<file path="config.mk">
export PLATFORM = sky130hd
export DESIGN_NAME = sixio_port
export DESIGN_NICKNAME = d
export VERILOG_FILES = /design/src/pkg/sixio_pkg.sv /design/src/pkg/sixio_ctrl_if.sv /design/src/logic/sixio_pin_ctrl.sv /design/src/logic/sixio_port.sv
export VERILOG_INCLUDE_DIRS = /design/src /design/src/pkg
export SDC_FILE = /design/constraint.sdc
export NUM_CORES = 1
export LEC_CHECK = 0
export BUFFER_PORTS_ARGS = -buffer_cell sky130_fd_sc_hd__buf_2
export CAP_MARGIN = 40
export CORE_ASPECT_RATIO = 1.5
export CORE_UTILIZATION = 52
export CTS_BUF_LIST = sky130_fd_sc_hd__clkbuf_8
export DETAILED_ROUTE_END_ITERATION = 8
export GPL_TIMING_DRIVEN = 0
export PLACE_DENSITY = 0.86
export SLEW_MARGIN = 30
export SYNTH_ARGS = -nofsm -noshare
export SYNTH_HDL_FRONTEND = slang
export SYNTH_SLANG_ARGS = --single-unit
</file>
<file path="constraint.sdc">
create_clock -name sys_clk -period 1.86 [get_ports sys_clk]
set_input_delay 0.093 -clock sys_clk [delete_from_list [all_inputs] [get_ports sys_clk]]
set_output_delay 0.093 -clock sys_clk [all_outputs]
set_load 0.1 [all_outputs]
</file>
<file path="src/pkg/sixio_map.svh">
// Constants of the six-bit port: file addresses, field positions, reset values.
// Assumes the includer is a module or package on the instruction-cycle clock.
//
// How it works
// - Port reads return live pin levels
// - Direction write-only; reset sets all bits
// - Six pins; upper two bits read zero
// - Pin three never drives
// - Alternate-function pins read as zero
// - Pull-ups, wake on pins 0,1,3, globally
// - Master clear: pull-up on, no wake
// - Direction loaded only by dedicated instruction
// - Direction one floats, zero drives latch
// - Timer config may override pin two direction
// - External counter source forces pin two input
// - Inputs unlatched; output latches hold value
// - Other pins individually programmable direction
// - Status top bit marks wake-caused reset
// - Bit set/clear rewrites all latches from pins
// - Writes end cycle; reads sample its start
`ifndef SIXIO_MAP_SVH
`define SIXIO_MAP_SVH

`define SIXIO_ADDR_STATUS     5'h03
`define SIXIO_ADDR_PORT       5'h06
`define SIXIO_DIR_RESET       6'h3f
`define SIXIO_OPT_RESET       8'hff
`define SIXIO_STATUS_WAKE_BIT 7
`define SIXIO_OPT_WAKE_DIS    7
`define SIXIO_OPT_PULL_DIS    6
`define SIXIO_OPT_TSRC        5
`define SIXIO_PIN_COUNTER     2
`define SIXIO_PIN_INONLY      3
`define SIXIO_WAKE_PINS       6'h0b
`define SIXIO_PIN_COUNT       6

`endif

</file>
<file path="src/pkg/sixio_pkg.sv">
// Types shared by the six-bit port modules.
// Assumes nothing beyond a SystemVerilog compiler.
package sixio_pkg;
    typedef logic [5:0] sixio_pins_t;
    typedef logic [7:0] sixio_byte_t;
    typedef enum logic [1:0] {
        SIXIO_ACC_NONE,
        SIXIO_ACC_WRITE,
        SIXIO_ACC_BITOP
    } sixio_acc_e;
endpackage

</file>
<file path="src/pkg/sixio_ctrl_if.sv">
// Carrier between the port top and its pin control logic.
// Assumes both ends run on sys_clk; all values but master_clear_pin_enable are next-cycle values.
`timescale 1ns/100ps
interface sixio_ctrl_if;
    sixio_pkg::sixio_pins_t next_direction;
    sixio_pkg::sixio_byte_t next_option;
    logic                   master_clear_pin_enable;
    sixio_pkg::sixio_pins_t next_oe;
    sixio_pkg::sixio_pins_t next_pullup;
    sixio_pkg::sixio_pins_t wake_mask;

    modport top  (output next_direction, output next_option, output master_clear_pin_enable,
                  input next_oe, input next_pullup, input wake_mask);
    modport ctrl (input next_direction, input next_option, input master_clear_pin_enable,
                  output next_oe, output next_pullup, output wake_mask);
endinterface

</file>
<file path="src/logic/sixio_pin_ctrl.sv">
// Per-pin driver enable, pull-up and wake selection from direction and options.
// Assumes the caller registers the results on the same edge as its latches.
`timescale 1ns/100ps
`include "sixio_map.svh"
module sixio_pin_ctrl #(
    parameter int PIN_COUNT = `SIXIO_PIN_COUNT
) (
    // Control carrier
    sixio_ctrl_if.ctrl ctl
);
    // Pin roles are tied to fixed positions, so any other count is refused
    if (PIN_COUNT != `SIXIO_PIN_COUNT) begin : g_bad_count
        $error("sixio_pin_ctrl serves exactly six pins");
    end

    wire pull_on   = ~ctl.next_option[`SIXIO_OPT_PULL_DIS];
    wire wake_on   = ~ctl.next_option[`SIXIO_OPT_WAKE_DIS];
    wire ext_count = ctl.next_option[`SIXIO_OPT_TSRC];

    localparam logic [5:0] WAKE_PINS = `SIXIO_WAKE_PINS;

    genvar k;
    generate
        for (k = 0; k < PIN_COUNT; k++) begin : g_pin
            if (k == `SIXIO_PIN_INONLY) begin : g_inonly
                assign ctl.next_oe[k]     = 1'b0;
                assign ctl.next_pullup[k] = pull_on | ctl.master_clear_pin_enable;
                assign ctl.wake_mask[k]   = wake_on & ~ctl.master_clear_pin_enable;
            end else if (k == `SIXIO_PIN_COUNTER) begin : g_counter
                // Timer source on the pin overrides the direction bit
                assign ctl.next_oe[k]     = ~ctl.next_direction[k] & ~ext_count;
                assign ctl.next_pullup[k] = 1'b0;
                assign ctl.wake_mask[k]   = 1'b0;
            end else begin : g_plain
                assign ctl.next_oe[k]     = ~ctl.next_direction[k];
                assign ctl.next_pullup[k] = WAKE_PINS[k] & pull_on;
                assign ctl.wake_mask[k]   = WAKE_PINS[k] & wake_on;
            end
        end
    endgenerate
endmodule

</file>
<file path="src/logic/sixio_port.sv">
// Six-bit general-purpose port: output latches, direction, options, wake.
// Assumes the CPU issues at most one port access per instruction cycle,
// and that sys_clk is the instruction-cycle clock.
`timescale 1ns/100ps
`include "sixio_map.svh"
module sixio_port #(
    parameter int PIN_COUNT = `SIXIO_PIN_COUNT
) (
    // Clock and reset
    input  wire logic                   sys_clk,
    input  wire logic                   sys_rst,
    input  wire logic                   reset_by_wake,
    // File register access
    input  wire logic [4:0]             file_addr,
    input  wire logic                   file_rd,
    input  wire logic                   file_wr,
    input  wire sixio_pkg::sixio_byte_t file_wdata,
    output sixio_pkg::sixio_byte_t      file_rdata,
    // Dedicated loads from the working register
    input  wire logic                   dir_load,
    input  wire logic                   opt_load,
    input  wire sixio_pkg::sixio_byte_t w_data,
    // Single-bit set and clear on the port
    input  wire logic                   bitop_valid,
    input  wire logic                   bitop_set,
    input  wire logic [2:0]             bitop_sel,
    // Configuration word
    input  wire logic                   master_clear_pin_enable,
    input  wire sixio_pkg::sixio_pins_t alt_func,
    input  wire logic                   sleep_mode,
    // Pins
    input  wire sixio_pkg::sixio_pins_t pin_in,
    output sixio_pkg::sixio_pins_t      pin_out,
    output sixio_pkg::sixio_pins_t      pin_oe,
    output sixio_pkg::sixio_pins_t      pin_pullup_en,
    // Status
    output logic                        wake_event,
    output logic                        wake_reset_flag,
    output sixio_pkg::sixio_byte_t      option_value
);
    // Pin roles are tied to fixed positions, so any other count is refused
    if (PIN_COUNT != `SIXIO_PIN_COUNT) begin : g_bad_count
        $error("sixio_port serves exactly six pins");
    end

    function automatic logic [7:0] sel_mask(input logic [2:0] sel);
        sel_mask = 8'h01 << sel;
    endfunction

    sixio_pkg::sixio_pins_t pin_meta;
    sixio_pkg::sixio_pins_t pin_sync;
    sixio_pkg::sixio_pins_t direction;
    sixio_pkg::sixio_pins_t wake_ref;
    sixio_pkg::sixio_pins_t next_latch;
    sixio_pkg::sixio_pins_t next_direction;
    sixio_pkg::sixio_byte_t next_option;
    sixio_pkg::sixio_byte_t next_rdata;
    sixio_pkg::sixio_acc_e  acc;

    sixio_ctrl_if ctl ();

    sixio_pin_ctrl #(
        .PIN_COUNT (PIN_COUNT)
    ) u_pin_ctrl (
        .ctl (ctl.ctrl)
    );

    // Pins come from outside; the first stage feeds only the second
    always_ff @(posedge sys_clk) begin
        if (sys_rst) begin
            pin_meta <= 6'h00;
            pin_sync <= 6'h00;
        end else begin
            pin_meta <= pin_in;
            pin_sync <= pin_meta;
        end
    end

    // Live pin view as the CPU sees it, sampled in the cycle of the access
    wire [7:0] port_view = {2'b00, pin_sync & ~alt_func};

    wire hit_port   = (file_addr == `SIXIO_ADDR_PORT);
    wire hit_status = (file_addr == `SIXIO_ADDR_STATUS);
    wire port_wr    = file_wr & hit_port;

    // Bit operations read the pins, not the latches, so input pins'
    // latches pick up whatever level is on the pin
    wire [7:0] bitop_word = bitop_set ? (port_view | sel_mask(bitop_sel))
                                      : (port_view & ~sel_mask(bitop_sel));

    assign acc = bitop_valid ? sixio_pkg::SIXIO_ACC_BITOP
               : port_wr     ? sixio_pkg::SIXIO_ACC_WRITE
               :               sixio_pkg::SIXIO_ACC_NONE;

    always_comb begin
        case (acc)
            sixio_pkg::SIXIO_ACC_BITOP: begin
                next_latch = bitop_word[5:0];
            end
            sixio_pkg::SIXIO_ACC_WRITE: begin
                next_latch = file_wdata[5:0];
            end
            default: begin
                next_latch = pin_out;
            end
        endcase
    end

    // Direction is reachable only through the dedicated load, never by address
    assign next_direction = dir_load ? w_data[5:0] : direction;
    assign next_option    = opt_load ? w_data : option_value;

    wire [7:0] status_view = {wake_reset_flag, 7'h00};

    assign next_rdata = !file_rd   ? file_rdata
                      : hit_port   ? port_view
                      : hit_status ? status_view
                      :              8'h00;

    assign ctl.next_direction = next_direction;
    assign ctl.next_option    = next_option;
    assign ctl.master_clear_pin_enable    = master_clear_pin_enable;

    // Latches, direction and drivers all move on the same edge, the end
    // of the instruction cycle in which the write was issued
    always_ff @(posedge sys_clk) begin
        if (sys_rst) begin
            pin_out       <= 6'h00;
            direction     <= `SIXIO_DIR_RESET;
            option_value  <= `SIXIO_OPT_RESET;
            pin_oe        <= 6'h00;
            pin_pullup_en <= 6'h00;
        end else begin
            pin_out       <= next_latch;
            direction     <= next_direction;
            option_value  <= next_option;
            pin_oe        <= ctl.next_oe;
            pin_pullup_en <= ctl.next_pullup;
        end
    end

    always_ff @(posedge sys_clk) begin
        if (sys_rst) begin
            file_rdata <= 8'h00;
        end else begin
            file_rdata <= next_rdata;
        end
    end

    // The reset cause is a level held by the reset logic; catching it while
    // reset is asserted is safe because this reset is synchronous
    always_ff @(posedge sys_clk) begin
        if (sys_rst) begin
            wake_reset_flag <= reset_by_wake;
        end else begin
            wake_reset_flag <= wake_reset_flag;
        end
    end

    // Wake compares against the levels last read; reading the port rearms it
    wire port_rd  = file_rd & hit_port;
    wire mismatch = |((pin_sync ^ wake_ref) & ctl.wake_mask);

    always_ff @(posedge sys_clk) begin
        if (sys_rst) begin
            wake_ref   <= 6'h00;
            wake_event <= 1'b0;
        end else begin
            wake_ref   <= port_rd ? pin_sync : wake_ref;
            wake_event <= sleep_mode & mismatch;
        end
    end

    // Read returns pins masked for alternate use, upper bits zero
    a_read_live_pins:
    assert property (@(posedge sys_clk) disable iff (sys_rst)
        (file_rd && hit_port) |=> file_rdata == {2'b00, $past(pin_sync) & $past(alt_func)
                                                 ^ $past(pin_sync)})
    else $error("port read did not return the pin levels");

    a_upper_bits_zero:
    assert property (@(posedge sys_clk) disable iff (sys_rst)
        $past(file_rd && hit_port) |-> file_rdata[7:6] == 2'b00)
    else $error("unimplemented port bits read nonzero");

    a_alt_reads_zero:
    assert property (@(posedge sys_clk) disable iff (sys_rst)
        (file_rd && hit_port && alt_func[0]) |=> !file_rdata[0])
    else $error("alternate function pin read nonzero");

    a_dir_after_reset:
    assert property (@(posedge sys_clk)
        sys_rst |=> (direction == 6'h3f) && (pin_oe == 6'h00))
    else $error("direction not all inputs after reset");

    a_pin3_never_drives:
    assert property (@(posedge sys_clk) disable iff (sys_rst)
        !pin_oe[`SIXIO_PIN_INONLY])
    else $error("input-only pin driven");

    a_dir_load_drives:
    assert property (@(posedge sys_clk) disable iff (sys_rst)
        (dir_load && !w_data[0] && !w_data[5]) |=> pin_oe[0] && pin_oe[5])
    else $error("cleared direction bit did not enable driver");

    a_counter_forced_in:
    assert property (@(posedge sys_clk) disable iff (sys_rst)
        option_value[`SIXIO_OPT_TSRC] |-> !pin_oe[`SIXIO_PIN_COUNTER])
    else $error("counter pin driven while counting external clock");

    a_master_clear_pin_pullup:
    assert property (@(posedge sys_clk) disable iff (sys_rst)
        ($past(master_clear_pin_enable) && !$past(sys_rst)) |-> pin_pullup_en[`SIXIO_PIN_INONLY])
    else $error("master clear pull-up not on");

    a_latch_holds:
    assert property (@(posedge sys_clk) disable iff (sys_rst)
        (!port_wr && !bitop_valid) |=> $stable(pin_out))
    else $error("output latch changed without a write");

    a_dir_only_loaded:
    assert property (@(posedge sys_clk) disable iff (sys_rst)
        !dir_load |=> $stable(direction))
    else $error("direction changed without a dedicated load");

    a_port_write_lands:
    assert property (@(posedge sys_clk) disable iff (sys_rst)
        (port_wr && !bitop_valid) |=> pin_out == $past(file_wdata[5:0]))
    else $error("port write did not reach the latches at cycle end");

    a_bitop_rewrites:
    assert property (@(posedge sys_clk) disable iff (sys_rst)
        (bitop_valid && bitop_set && bitop_sel == 3'h1) |=>
            pin_out == ($past(port_view[5:0]) | 6'h02))
    else $error("bit set did not rewrite latches from pins");

    a_wake_flag_cause:
    assert property (@(posedge sys_clk)
        (sys_rst ##1 !sys_rst) |-> wake_reset_flag == $past(reset_by_wake))
    else $error("wake reset flag does not match reset cause");

    a_no_wake_when_off:
    assert property (@(posedge sys_clk) disable iff (sys_rst)
        (!sleep_mode) |=> !wake_event)
    else $error("wake event outside sleep");
endmodule

</file>
## Yosys cells after proc, flatten, opt, wreduce, memory -nomap -nowiden

Index checks and enable logic that the tools add are counted.

| cells by class | value |
|---|---|
| equal/unequal tests | 4 |
| shift-type cells | 1 |
| multiplexer cells | 8 |
| bitwise gates (word level) | 22 |
| reductions and logical operators | 2 |

Operators by type and width:

| cell | count |
|---|---|
| $mux 8 | 3 |
| $and 6x6->6 | 2 |
| $mux 6 | 2 |
| $not 6->6 | 2 |
| $pmux 6 s2 | 1 |
| $not 1->1 | 9 |
| $and 6x4->6 | 1 |
| $or 6x6->6 | 1 |
| $reduce_or 6->1 | 1 |
| $shl 1x3->6 const A | 1 |
| $xor 6x6->6 | 1 |
| $and 1x1->1 | 5 |
| $eq 5x2->1 const B | 1 |
| $eq 5x3->1 const B | 1 |
| $eq 2x1->1 const B | 1 |
| $eq 2x2->1 const B | 1 |
| $mux 2 | 1 |
| $reduce_bool 2->1 | 1 |
| $mux 1 | 1 |
| $or 1x1->1 | 1 |

| storage, ports and cells | value |
|---|---|
| bits in registers | 60 |
| input bits | 47 |
| output and inout port bits | 36 |

## Depth between registers and ports, before layout

| logic depth | value |
|---|---|
| depth in word-level cells | 6 |
| mapped depth | 4 |
| depth with buffers taken out | 3 |

## Cells and area by module

From an unflattened synthesis, not the netlist that was laid out.

| second synthesis, totals | value |
|---|---|
| cells, all modules | 252 |
| area total of the unflattened synthesis | 2,472.4 um2 |

By module, submodules not included:

| module | times used | cells each | area an instance (um2) |
|---|---|---|---|
| sixio_port | 1 | 231 | 2,349.8 |
| sixio_pin_ctrl | 1 | 21 | 122.6 |

## Worst setup path after synthesis

Ideal clock, no wire load.

| path | value |
|---|---|
| path kind | register to register |
| from | register wake_reset_flag |
| to | register file_rdata[7] |
| library setup time | 67 ps |
| arrival | 1,580 ps |
| data required time | 1,793 ps |
| slack | 213 ps |
| cell stages (with the launch flop) | 4 |
| period minus slack after synthesis | 1,647 ps |
| cells stage by stage | edfxtp_1 > nand2_1 > or4_4 > a21oi_2 |

| between the ends | value |
|---|---|
| longest elaborated chain between the ends | 2 |

RTL lines:

| what | RTL line | source |
|---|---|---|
| from (decl) | sixio_port.sv:38 | `output logic wake_reset_flag,` |
| from (signal assigned) | sixio_port.sv:154 | `wake_reset_flag <= reset_by_wake;` |
| from (signal assigned) | sixio_port.sv:156 | `wake_reset_flag <= wake_reset_flag;` |
| $mux 8 | sixio_port.sv:117 | `: hit_status ? status_view` |
| $mux 8 | sixio_port.sv:116 | `: hit_port ? port_view` |
| to (signal assigned) | sixio_port.sv:146 | `file_rdata <= next_rdata;` |
| to (decl) | sixio_port.sv:18 | `output sixio_pkg::sixio_byte_t file_rdata,` |

No other way between the ends.
A chain may end at the register's enable or synchronous reset.

## Worst setup path after layout

| path | value |
|---|---|
| from | register pin_pullup_en[1] |
| to | output port pin_pullup_en[1] |

RTL lines:

| what | RTL line | source |
|---|---|---|
| from (decl) | sixio_port.sv:35 | `output sixio_pkg::sixio_pins_t pin_pullup_en,` |
| from (signal assigned) | sixio_port.sv:138 | `pin_pullup_en <= ctl.next_pullup;` |

No word-level cell between the ends.

==> flow_summary.json <==
{
  "critPathKind": "flop to primary output",
  "finalSetupViolations": 0,
  "via_count": 1701,
  "grt-ovfl-total": 0,
  "hold_class": "primary input to flop",
  "cts_tree": "built",
  "cpPeakStageDelay_ns": 0.41,
  "placement.io_buffers": 74,
  "yosys.area_share.simple_pct": 18.2,
  "insertion_delay_ns": 0.31,
  "viasPerCell": 5.30,
  "cts-resized-gates": 0,
  "crit_fanout": 2,
  "slew_violations": 0,
  "synth.area.mux_share_pct": 3.11,
  "critical_path.top_delay_family": "buffers and inverters",
  "dieArea_mm2": 0.00397,
  "clock_path_buffers": 2,
  "wire_per_inst_um": 13.6,
  "crit_path_end_kind": "primary output",
  "met1_length_mm": 1.76,
  "fin_setup_tns_ns": 0,
  "dr_wl_met2_mm": 2.26,
  "yosysTopAreaCell": "dfxtp_1",
  "setup_slack_ns": 0.623,
  "power_mw": 2.45,
  "yosys.area.top_type_share_pct": 50.8,
  "max_freq_mhz": 808,
  "p_leak_nw": 1.17,
  "min_from": "w_data[2]",
  "grt_usage_pct": 23.5,
  "core_area_mm2": 0.00348,
  "synth-edff-count": 1,
  "rr_worst_depth": 3,
  "cp_cell_sequence": "buf_4 > buf_2",
  "globalplace.congestion": 0.773,
  "floorplan.die.width_um": 51.8,
  "ys_ff_latch": 50,
  "power_density_mw_per_mm2": 960,
  "nNetsFinal": 325,
  "antenna_found_initial": 0,
  "area_growth_pct": 32.2,
  "antenna_cells": 0,
  "fin_crit_sh_pct": 66.5,
  "synth_fa_ha_area_share_pct": 0,
  "synthCells": 186,
  "critPathBufInv": 2,
  "final_hold_viol_count": 0,
  "yosys_warnings": 0,
  "crit_slowest_cell": "buf_2",
  "io_pins": 83,
  "finClkSkew_ns": 0.0109,
  "grt_max_degree": 17,
  "synth_ff_type": "dfxtp_1",
  "grt_pass1_wl_mm": 6.89,
  "clk_pin_slew_worst_paths_ns": 0.09,
  "fill_cells": 289,
  "dr.pass1.iters": 4,
  "cts-root-buf": "clkbuf_8",
  "drtIter0Drc": 41,
  "ant_nets": 0,
  "min_to": "option_value[2]$_SDFFE_PP1P_",
  "drive_above_1_share_pct": 33.3,
  "synth_area_leaders": "dfxtp_1, nor2b_1, a211o_1, mux2i_1, a221oi_1",
  "async_flop_share_pct": 0,
  "placed_cell_area_mm2": 0.00237,
  "grt_pass1_vias": 1584,
  "drv_cap": 0,
  "r2r-end": "pin_out[1]$_SDFFE_PP0P_",
  "start_util_pct": 55.5,
  "rr_startpoint": "pin_sync[1]$_SDFF_PP0_",
  "fin_crit_ns": 1.24,
  "wirelength_mm": 4.38,
  "hold_depth": 2,
  "synth_compound_area_share_pct": 18.7,
  "htreeDepth": 2,
  "final_area_mm2": 0.00255,
  "num_rows": 26,
  "synth_top_family_by_area": "compound AO/OA/AOI/OAI gates",
  "synthXorXnorAreaFrac_pct": 1.36,
  "wl_met3_um": 222,
  "ys_types": 31,
  "rsz0062_at_grt": "false",
  "status": "finished, final reports clean",
  "syn-cell-area_mm2": 0.00193,
  "cp-start-kind": "flop",
  "topRoutingLayerUsed": "met4",
  "cts.sinks": 50,
  "dpl.hpwl_mm": 3.18,
  "die_height_um": 76.6,
  "pre_cts_slack_ns": 0.444,
  "worst_ep_required_time_ns": 1.77,
  "remaining_drc_errors": 0,
  "rrSetupSlack_ns": 0.73,
  "cp.arrival_ns": 1.14,
  "cts-buffers-inserted": 5,
  "ir_drop_mv": 0.738,
  "synth_area_per_cell_um2": 10.4,
  "ys_seq_area_share_pct": 52.4,
  "post-cts-setup-buffers": 0
}
-- routing by layer --
layer  GRT usage [%]  up-vias
li1                -      842
met1            24.4      778
met2            41.6       69
met3            5.99       12
met4            11.9        0
met5               0        -
-- synth_stat cells, types with 2 or more instances --
cell type and count:
a221oi_1 6, nor2b_1 32, a21oi_1 3, dfxtp_1 49, clkbuf_1 7, nand3b_1 4, nand2_1 2, a211oi_1 2
inv_1 7, o21ai_0 5, o21ai_1 5, nor3b_1 4, a32oi_1 6, nand3_1 3, buf_4 6, a211o_1 13
xor2_1 3, a41oi_1 6, nor2_1 6, mux2i_1 6
-- registers in the layout, indices dropped and copies added (netlist names), 2 cells and up --
register,flops
direction,5
pin_pullup_en,2
file_rdata,7
pin_sync,6
wake_ref,3
pin_oe,5
pin_out,6
option_value,8
pin_meta,6
-- how the worst max path moves through the flow --
stage / startpoint / end / slack, ns / cells past startpoint
after global routing: pin_pullup_en[1]$_SDFF_PP0_ / pin_pullup_en[1] / 0.57 / 2
final: pin_pullup_en[1]$_SDFF_PP0_ / pin_pullup_en[1] / 0.62 / 2
after CTS: pin_pullup_en[1]$_SDFF_PP0_ / pin_pullup_en[1] / 0.61 / 2
after detailed placement: file_addr[3] / file_rdata[7]$_SDFFE_PP0P_ / 0.44 / 5
after global placement: file_addr[3] / file_rdata[7]$_SDFFE_PP0P_ / 0.44 / 5
after floorplan: wake_reset_flag$_DFFE_PP_ / file_rdata[7]$_SDFFE_PP0P_ / 0.21 / 3
-- cell type report --
| type | count | area [µm²] | area share [%] |
|---|---|---|---|
| multi-input cells | 117 | 817 | 32.0 |
| repair buffers | 81 | 440 | 17.3 |
| flip-flops and latches | 50 | 1010 | 39.6 |
| clock buffers | 5 | 68.8 | 2.70 |
| well taps | 42 | 52.6 | 2.06 |
| inverters | 7 | 26.3 | 1.03 |
| clock inverters | 3 | 45.0 | 1.76 |
| plain buffers | 16 | 91.3 | 3.58 |
-- timing repair --
action | CTS | global route
hold endpoints to repair | 7 | 0
setup endpoints to repair | 0 | 0
hold buffers | 7 | 0
-- kinds of logic (layout without fill, tap and decap cells) --
group | count (synthesis) | after routing
simple gates | 56 | 56
mux | 6 | 6
buf+inv | 23 | 112
xor+xnor | 3 | 3
flops | 50 | 50
other cells | 1 | 5
compound gates | 47 | 47
-- metrics by stage --
step | hold WS (ns) | util [%] | std cells
CTS | 0.000696 | 73.3 | 321
global route | 0.00771 | 73.3 | 321
floorplan | 0.191 | - | 190
finish | 0.0111 | 73.3 | 321
detailed placement | 0.279 | 68.0 | 306
global placement | 0.278 | 68.0 | 306
-- cell usage in the layout, fill, tap and decap left out, drive strengths merged, types with 2 or more instances in the layout --
| master | n |
|---|---|
| nand3 | 3 |
| a41oi | 6 |
| xor2 | 3 |
| inv | 7 |
| nand2 | 2 |
| a221oi | 6 |
| dlygate4sd3 | 7 |
| mux2i | 6 |
| a211oi | 2 |
| buf | 83 |
| conb | 5 |
| a32oi | 6 |
| clkinvlp | 2 |
| a21oi | 4 |
| nor2b | 32 |
| nand3b | 4 |
| o21ai | 10 |
| nor3b | 5 |
| clkbuf | 12 |
| a211o | 13 |
| dfxtp | 49 |
| nor2 | 6 |
-- where the power goes --
group | switching [mW] | total (mW) | leakage, nW | internal [mW]
clock | 0.358 | 0.758 | 0.0504 | 0.400
combinational | 0.415 | 0.549 | 0.702 | 0.134
sequential | 0.0180 | 1.14 | 0.414 | 1.13
(Power assumes the default switching activity.)
